### config.mk
export PLATFORM = sky130hd
export DESIGN_NAME = data_memory_bank
export DESIGN_NICKNAME = d
export VERILOG_FILES = /design/src/core/data_memory_bank.v
export VERILOG_INCLUDE_DIRS = /design/src /design/src/core
export SDC_FILE = /design/constraint.sdc
export NUM_CORES = 1
export LEC_CHECK = 0
export BUFFER_PORTS_ARGS = -buffer_cell sky130_fd_sc_hd__buf_2
export CORE_ASPECT_RATIO = 1.4
export CORE_MARGIN = 1.5
export CORE_UTILIZATION = 55
export CTS_BUF_LIST = sky130_fd_sc_hd__clkbuf_4
export DETAILED_ROUTE_END_ITERATION = 10
export GPL_TIMING_DRIVEN = 0
export HOLD_SLACK_MARGIN = 0.05
export MAX_ROUTING_LAYER = met4
export PLACE_DENSITY = 0.79
export SYNTH_ARGS = -nofsm -noshare
export SYNTH_HDL_FRONTEND = slang
export SYNTH_SLANG_ARGS = --single-unit
### constraint.sdc
create_clock -name clock -period 8.2 [get_ports clock]
set_input_delay 0 -clock clock [delete_from_list [all_inputs] [get_ports clock]]
set_output_delay 0 -clock clock [all_outputs]
set_load 0.05 [all_outputs]
### src/core/data_memory_defines.vh
`ifndef DATA_MEMORY_DEFINES_VH
`define DATA_MEMORY_DEFINES_VH

`define DM_ADDR_W          7
`define PM_ADDR_W          10
`define PM_WORD_W          14
`define PM_HIGH_W          6
`define PM_PAGE_MASK       10'h300
`define PM_LAST_PAGE       10'h300
`define SFR_BANK_POINTER   7'h04
`define SFR_TABLE_POINTER  7'h07
`define SFR_TABLE_HIGH     7'h08
`define GP_BASE            7'h40
`define EEPROM_CONTROL     7'h40
`define BANK_POINTER_RST   8'h00
`define TABLE_POINTER_RST  8'h00
`define TABLE_HIGH_RST     8'h00
`define EEPROM_CONTROL_RST 8'h00
`define EEPROM_CONTROL_WM  8'h0F
`define ZERO_BYTE          8'h00
`define TABLE_CYCLES       2'h2

`endif

### src/core/data_memory_bank.v
`timescale 1ns/1ps
`include "data_memory_defines.vh"

module data_memory_bank (
  input  wire                      clock,
  input  wire                      reset,
  input  wire [`DM_ADDR_W-1:0]     dm_addr,
  input  wire                      dm_wr,
  input  wire [7:0]                dm_wdata,
  input  wire                      dm_bit_op,
  input  wire [2:0]                dm_bit_sel,
  input  wire                      dm_bit_val,
  output reg  [7:0]                dm_rdata,
  input  wire                      table_read_current_page,
  input  wire                      table_read_last_page,
  input  wire [`DM_ADDR_W-1:0]     table_dest_addr,
  input  wire [`PM_ADDR_W-1:0]     exec_pc,
  output reg  [`PM_ADDR_W-1:0]     pm_addr,
  input  wire [`PM_WORD_W-1:0]     pm_data,
  output wire                      table_busy,
  output wire                      table_done,
  output wire [7:0]                bank_pointer,
  output wire [7:0]                eeprom_control,
  input  wire                      emulation_mode,
  input  wire                      prog_mode,
  input  wire                      prog_serial_data_in,
  output wire                      prog_serial_data_out,
  output wire                      prog_serial_data_oe,
  input  wire                      prog_serial_clock,
  input  wire                      prog_data_out,
  input  wire                      prog_data_oe,
  output wire                      prog_data_in,
  output wire                      prog_clock,
  input  wire                      debug_data_addr_pin_in,
  output wire                      debug_data_addr_pin_out,
  output wire                      debug_data_addr_pin_oe,
  input  wire                      debug_clock_pin,
  input  wire                      debug_data_out,
  input  wire                      debug_data_oe,
  output wire                      debug_data_in,
  output wire                      debug_clock,
  input  wire                      func_pin_out,
  input  wire                      func_pin_oe,
  input  wire                      func_clock_pin_out,
  input  wire                      func_clock_pin_oe,
  output wire                      func_pin_in,
  output wire                      func_clock_pin_in,
  output wire                      clock_pin_oe,
  output wire                      clock_pin_out
);

  localparam ST_IDLE  = 1'b0;
  localparam ST_FETCH = 1'b1;

  reg [7:0]                ram_bank0 [0:63];
  reg [7:0]                ram_bank1 [0:63];
  reg [7:0]                bank_pointer_r;
  reg [7:0]                table_pointer_r;
  reg [7:0]                table_high_r;
  reg [7:0]                eeprom_control_r;
  reg                      state_r;
  reg                      state_nxt;
  reg [1:0]                cycle_r;
  reg [`DM_ADDR_W-1:0]     dest_r;
  reg [7:0]                wr_byte;
  reg [`DM_ADDR_W-1:0]     wr_addr;
  reg                      wr_en;
  reg [7:0]                cur_byte;
  reg                      serial_data_out;
  reg                      serial_data_oe;
  reg                      dbg_data_in;
  reg                      dbg_clock;
  reg                      user_pin_in;
  reg                      user_clock_in;
  reg                      user_clock_oe;
  wire                     take_start;
  wire                     wr_ram;

  function is_gp;
    input [`DM_ADDR_W-1:0] a;
    begin
      is_gp = (a >= `GP_BASE);
    end
  endfunction

  function is_ctrl;
    input [`DM_ADDR_W-1:0] a;
    input                  bank1;
    begin
      is_ctrl = bank1 && (a == `EEPROM_CONTROL);
    end
  endfunction

  function [7:0] gp_read;
    input [`DM_ADDR_W-1:0] a;
    input                  bank1;
    begin
      if (bank1)
        gp_read = ram_bank1[a[5:0]];
      else
        gp_read = ram_bank0[a[5:0]];
    end
  endfunction

  function [7:0] read_loc;
    input [`DM_ADDR_W-1:0] a;
    begin
      read_loc = `ZERO_BYTE;
      if (is_ctrl(a, bank_pointer_r[0])) begin
        read_loc = eeprom_control_r;
      end else if (is_gp(a)) begin
        read_loc = gp_read(a, bank_pointer_r[0]);
      end else begin
        case (a)
          `SFR_BANK_POINTER:  read_loc = bank_pointer_r;
          `SFR_TABLE_POINTER: read_loc = table_pointer_r;
          `SFR_TABLE_HIGH:    read_loc = table_high_r;
          default:            read_loc = `ZERO_BYTE;
        endcase
      end
    end
  endfunction

  // program address of a table read
  function [`PM_ADDR_W-1:0] table_addr;
    input                  last;
    input [`PM_ADDR_W-1:0] pc;
    input [7:0]            ptr;
    begin
      if (last)
        table_addr = `PM_LAST_PAGE | {2'b00, ptr};
      else
        table_addr = (pc & `PM_PAGE_MASK) | {2'b00, ptr};
    end
  endfunction

  assign bank_pointer   = bank_pointer_r;
  assign eeprom_control = eeprom_control_r;
  assign table_busy     = (state_r == ST_FETCH);
  assign table_done     = (state_r == ST_FETCH) && (cycle_r == `TABLE_CYCLES - 2'h1);

  // table sequencer: cycle 0 forms address, cycle 1 returns word
  always @* begin
    state_nxt = state_r;
    case (state_r)
      ST_IDLE: begin
        if (table_read_current_page || table_read_last_page)
          state_nxt = ST_FETCH;
      end
      ST_FETCH: begin
        if (cycle_r == `TABLE_CYCLES - 2'h1)
          state_nxt = ST_IDLE;
      end
      default: state_nxt = ST_IDLE;
    endcase
  end

  assign take_start = (state_r == ST_IDLE) && (state_nxt == ST_FETCH);

  always @(posedge clock) begin
    if (reset) begin
      state_r <= ST_IDLE;
    end else begin
      state_r <= state_nxt;
    end
  end

  // cycle count inside the two-cycle read
  always @(posedge clock) begin
    if (reset) begin
      cycle_r <= 2'h0;
    end else if (take_start) begin
      cycle_r <= 2'h1;
    end else begin
      cycle_r <= 2'h0;
    end
  end

  always @(posedge clock) begin
    if (reset) begin
      dest_r <= {`DM_ADDR_W{1'b0}};
    end else if (take_start) begin
      dest_r <= table_dest_addr;
    end
  end

  // address formed once, on the accepted start edge
  always @(posedge clock) begin
    if (reset) begin
      pm_addr <= {`PM_ADDR_W{1'b0}};
    end else if (take_start) begin
      pm_addr <= table_addr(table_read_last_page, exec_pc, table_pointer_r);
    end
  end

  // data write path: table result wins over a concurrent program write
  always @* begin
    wr_en    = 1'b0;
    wr_addr  = dm_addr;
    wr_byte  = dm_wdata;
    cur_byte = read_loc(dm_addr);
    if (table_done) begin
      wr_en   = 1'b1;
      wr_addr = dest_r;
      wr_byte = pm_data[7:0];
    end else if (dm_wr) begin
      wr_en = 1'b1;
      if (dm_bit_op) begin
        wr_byte = cur_byte;
        wr_byte[dm_bit_sel] = dm_bit_val;
      end
    end
  end

  assign wr_ram = wr_en && is_gp(wr_addr) && !is_ctrl(wr_addr, bank_pointer_r[0]);

  // one array per bank; the bank pointer steers the write
  always @(posedge clock) begin
    if (wr_ram && bank_pointer_r[0]) begin
      ram_bank1[wr_addr[5:0]] <= wr_byte;
    end
  end

  always @(posedge clock) begin
    if (wr_ram && !bank_pointer_r[0]) begin
      ram_bank0[wr_addr[5:0]] <= wr_byte;
    end
  end

  // read data, one cycle after the address
  always @(posedge clock) begin
    if (reset) begin
      dm_rdata <= `ZERO_BYTE;
    end else begin
      dm_rdata <= read_loc(dm_addr);
    end
  end

  // loaded only by a finished table read; no software write path
  always @(posedge clock) begin
    if (reset) begin
      table_high_r <= `TABLE_HIGH_RST;
    end else if (table_done) begin
      table_high_r <= {{(8-`PM_HIGH_W){1'b0}}, pm_data[`PM_WORD_W-1:8]};
    end
  end

  always @(posedge clock) begin
    if (reset) begin
      bank_pointer_r <= `BANK_POINTER_RST;
    end else if (wr_en && (wr_addr == `SFR_BANK_POINTER)) begin
      bank_pointer_r <= {7'h00, wr_byte[0]};
    end
  end

  always @(posedge clock) begin
    if (reset) begin
      table_pointer_r <= `TABLE_POINTER_RST;
    end else if (wr_en && (wr_addr == `SFR_TABLE_POINTER)) begin
      table_pointer_r <= wr_byte;
    end
  end

  // only the low nibble is writable
  always @(posedge clock) begin
    if (reset) begin
      eeprom_control_r <= `EEPROM_CONTROL_RST;
    end else if (wr_en && is_ctrl(wr_addr, bank_pointer_r[0])) begin
      eeprom_control_r <= wr_byte & `EEPROM_CONTROL_WM;
    end
  end

  // pin sharing: programming always live, debug inputs only in emulation, debug_data_out drives pin data outside prog mode,
  // shared user functions silenced in both
  always @* begin
    serial_data_out = debug_data_out;
    serial_data_oe  = func_pin_oe;
    dbg_data_in     = 1'b0;
    dbg_clock       = 1'b0;
    user_pin_in     = prog_serial_data_in;
    user_clock_in   = prog_serial_clock;
    user_clock_oe   = func_clock_pin_oe;
    if (prog_mode) begin
      serial_data_out = prog_data_out;
      serial_data_oe  = prog_data_oe;
      user_pin_in     = 1'b0;
      user_clock_in   = 1'b0;
      user_clock_oe   = 1'b0;
    end else if (emulation_mode) begin
      serial_data_oe  = debug_data_oe;
      user_pin_in     = 1'b0;
      user_clock_in   = 1'b0;
      user_clock_oe   = 1'b0;
    end
    if (emulation_mode) begin
      dbg_data_in = debug_data_addr_pin_in;
      dbg_clock   = debug_clock_pin;
    end
  end

  assign prog_serial_data_out    = serial_data_out;
  assign prog_serial_data_oe     = serial_data_oe;
  assign debug_data_addr_pin_out = serial_data_out;
  // same physical pin as the programming data pin, enabled through it
  assign debug_data_addr_pin_oe  = 1'b0;
  assign prog_data_in            = prog_serial_data_in;
  assign prog_clock              = prog_serial_clock;
  assign debug_data_in           = dbg_data_in;
  assign debug_clock             = dbg_clock;
  assign func_pin_in             = user_pin_in;
  assign func_clock_pin_in       = user_clock_in;
  assign clock_pin_oe            = user_clock_oe;
  assign clock_pin_out           = func_clock_pin_out;

endmodule

==> qor.yml <==
sta:
  final.period_utilization_pct: 71.13
  finalCriticalPeriod_ns: 5.833
  grt_setup_unrepaired: "no"
  hold_viol: 0
  setup-tns-final_ns: 0
  max_freq_mhz: 171.5
  setup_viol: 0
  fin_ws_ns: 2.367
  max_slew_margin_pct: 3.982
  drv_slew: 0
  final.setup_skew_ns: 0.1133
  worst_pin_slew_ns: 1.440
floorplanning:
  start_util_pct: 55.71
  core-area_um2: 76570
  rows: 120
  io_pins: 118
  die_h_um: 332.5
  dieArea_um2: 79270
  dieWidth_um: 238.4
clock_network:
  clock_latency_ns: 1.20
  numCtsBuffers: 239
  root_buffer: "clkbuf_4"
  h-tree-depth: 4
  path_clk_slew_ns: 0.08
  cts.sinks: 1070
  tritoncts: "built"
  cts_resized: 0
  cts_max_path_buffers: 3
flow_run:
  max_cap_violations: 0
pwr:
  power_frac_comb_pct: 9.0
  power.internal_uw: 8633
  p_leak_uw: 0.01628
  vdd_drop_max_uv: 158.4
  power.switching_uw: 2865
  power_density_nw_per_um2: 233.5
  seqPwrFrac_pct: 53.3
  clock_power_share_pct: 37.6
  p_sw_share_pct: 24.92
  p_total_uw: 11500
synth:
  ys_seq_area_share_pct: 74.24
  syn_area_um2: 42660
  ys_ff_latch: 1070
  synthFlopType: "edfxtp_1"
  avgSynthCellArea_um2: 19.30
  ys_warn_count: 0
  syn-instance-count: 2211
  async_flop_share_pct: 0
  synth_edf_count: 1024
  yosysUniqueCellTypes: 66
setup_path:
  crit_path_top_delay_cell: "nor4bb_1"
  crit_family: "simple AND/OR/NAND/NOR gates"
  crit_path_end_kind: "flip-flop"
  start_kind: "flip-flop"
  crit_arrival_ns: 6.56
  crit_chain: "nor4bb_1 -> nand2_1 -> nor3_1 -> o21ai_0 -> o311ai_0 -> dlygate4sd3_1 -> nand2_4 -> dlygate4sd3_1"
  path_buf_inv: 2
  cp.required_ns: 8.93
  crit_path_max_incr_delay_ns: 1.25
  crit_type: "reg2reg"
  critPathMaxFanout: 21
  cp_common_cell: "dlygate4sd3_1"
global_route:
  grt_pass1_vias: 26567
  track_usage_pct: 38.53
  grt_first_pass_wirelength_um: 199800
  antenna_found_initial: 7
  grt_overflow: 0
  grt_max_degree: 105
run_status:
  status: "completed"
placement:
  dp_hpwl_um: 94470
  placed_area_um2: 44830
  gp_congestion: 1.028
  place_ws_ns: 2.781
  io_buffer_count: 90
cells_and_area:
  drive_gt1_share_pct: 29.50
  nets: 2766
  area_delta_synth_final_pct: 15.41
  design_area_um2: 49240
  fin_util_pct: 64.30
routing:
  wl_per_cell_um: 37.55
  antenna_left: 0
  vias_per_cell: 6.854
  vias: 26554
  first_pass_iters: 6
  first_iter_violations: 3741
  wl_um: 145500
  drc_errors: 0
worst_hold_path:
  min_path_type: "in2reg"
final cells by class:
type	instances	area, µm²
buffer	137	974.7
inverter	11	46.29
clock buffer	332	2492
sequential	1070	31670
timing repair buffer	225	1998
clock inverter	98	693.2
tap	976	1221
antenna	13	32.53
multi-input combinational	1012	10110
fill	5087	27340
registers in the layout, summed over array words and instances, names as in the netlist:
register / count
dest_r: 7
ram_bank1: 512
dm_rdata: 8
pm_addr: 10
table_busy: 1
ram_bank0: 512
table_high_r: 6
table_pointer_r: 8
bank_pointer: 1
eeprom_control: 4
cycle_r: 1
cells in the final DEF (no fill, tap or decap), types with 8 or more instances in the layout:
cell	instances
o22ai_1	16
nand3_1	19
clkinv_2	14
a22oi_1	14
nor2_1	179
nor4_1	11
clkbuf_4	332
nand3b_1	8
buf_2	115
and2_1	9
o221ai_1	16
buf_4	35
clkinv_1	65
mux4_2	240
dfxtp_1	46
mux2_2	22
a211oi_1	15
bufinv_16	10
conb_1	20
nor3_1	31
a211o_1	8
dlygate4sd3_1	119
a21oi_1	45
clkbuf_1	40
nand2_1	114
diode_2	13
buf_8	9
buf_12	12
nand2b_1	13
mux2i_1	80
o21ai_0	29
buf_6	20
nor2b_1	8
a221oi_1	10
edfxtp_1	1024
cell usage after synthesis (8+ instances only):
cell type	n	area [µm²]
nor2b_1	8	50.05
buf_6	19	214.0
clkbuf_1	44	165.2
a211oi_1	15	112.6
a22oi_1	14	105.1
a211o_1	8	70.07
dfxtp_1	46	920.9
nand3_1	19	95.09
buf_2	23	115.1
inv_1	9	33.78
o22ai_1	16	100.1
and2_1	9	56.30
mux2_2	22	247.7
buf_4	35	262.8
nor4_1	11	68.82
nand2b_1	13	81.33
nand2_1	116	435.4
mux4_2	240	5405
nor3_1	32	160.2
o21ai_0	30	150.1
a221oi_1	10	87.58
nand3b_1	8	60.06
o221ai_1	16	140.1
mux2i_1	80	800.8
buf_8	9	135.1
edfxtp_1	1024	30750
a21oi_1	45	225.2
nor2_1	182	683.2
repair_timing:
| item | 4_1_cts | 5_1_grt |
|---|---|---|
| setup endpoints to repair | 0 | 0 |
| buffers inserted | 0 | 0 |
| endpoints found under the hold margin | 829 | 0 |
| hold buffers | 119 | 0 |
worst min-delay path: stages:
cell	delay, ns
buf_2	0.11
clkbuf_1	0.24
nand2_1	0.14
o21ai_0	0.08
o311ai_0	0.15
a311oi_1	0.11
dlygate4sd3_1	0.54
stage by stage:
step                      cells  hold WS, ns
after CTS                  3861      0.05825
after detailed placement   3312       0.2528
after floorplan            2230       0.1360
final                      3874       0.2319
after global routing       3868       0.2005
after global placement     3296       0.2511
worst paths after layout:
path | start | to | slack [ns] | depth (start not counted)
worst min-delay path | dm_bit_sel[2] | table_pointer_r[4]$_SDFFE_PP0P_ | 0.23 | 7
worst min register to register | pm_addr[4]$_SDFFE_PP0P_ | pm_addr[4]$_SDFFE_PP0P_ | 0.46 | 2
worst max register to register | bank_pointer[0]$_SDFFE_PP0P_ | ram_bank1[53][4]$_DFFE_PP_ | 2.37 | 8
worst max-delay path | bank_pointer[0]$_SDFFE_PP0P_ | ram_bank1[53][4]$_DFFE_PP_ | 2.37 | 8
layer usage:
layer	track usage [%]	wire length [µm]	up-vias	share of wire, %
met3	10.78	17430	637	12
met4	29.92	12840	0	8.8
met1	44.04	47080	13357	32
li1	-	-	10190	-
met5	-	0	-	0
met2	57.55	68120	2370	47
power groups by stage:
| stage | clock network [µW] | logic, µW | registers [µW] |
|---|---|---|---|
| after global placement | 0 | 862 | 6320 |
| after floorplan | 0 | 473 | 6300 |
| final | 4320 | 1040 | 6130 |
| after CTS | 4330 | 995 | 6130 |
| after global routing | 4590 | 1050 | 6130 |
| after detailed placement | 0 | 946 | 6250 |
cells by family after synthesis:
family	count (synthesis)	share of synthesized area, %
DFF	1070	74.24
and+or+nand+nor	433	4.566
muxes	345	15.31
AOI/OAI and AO/OA	214	3.514
buffers and inverters	148	2.364
other	1	0.008790
No activity file was read; power rests on OpenSTA's default activity.
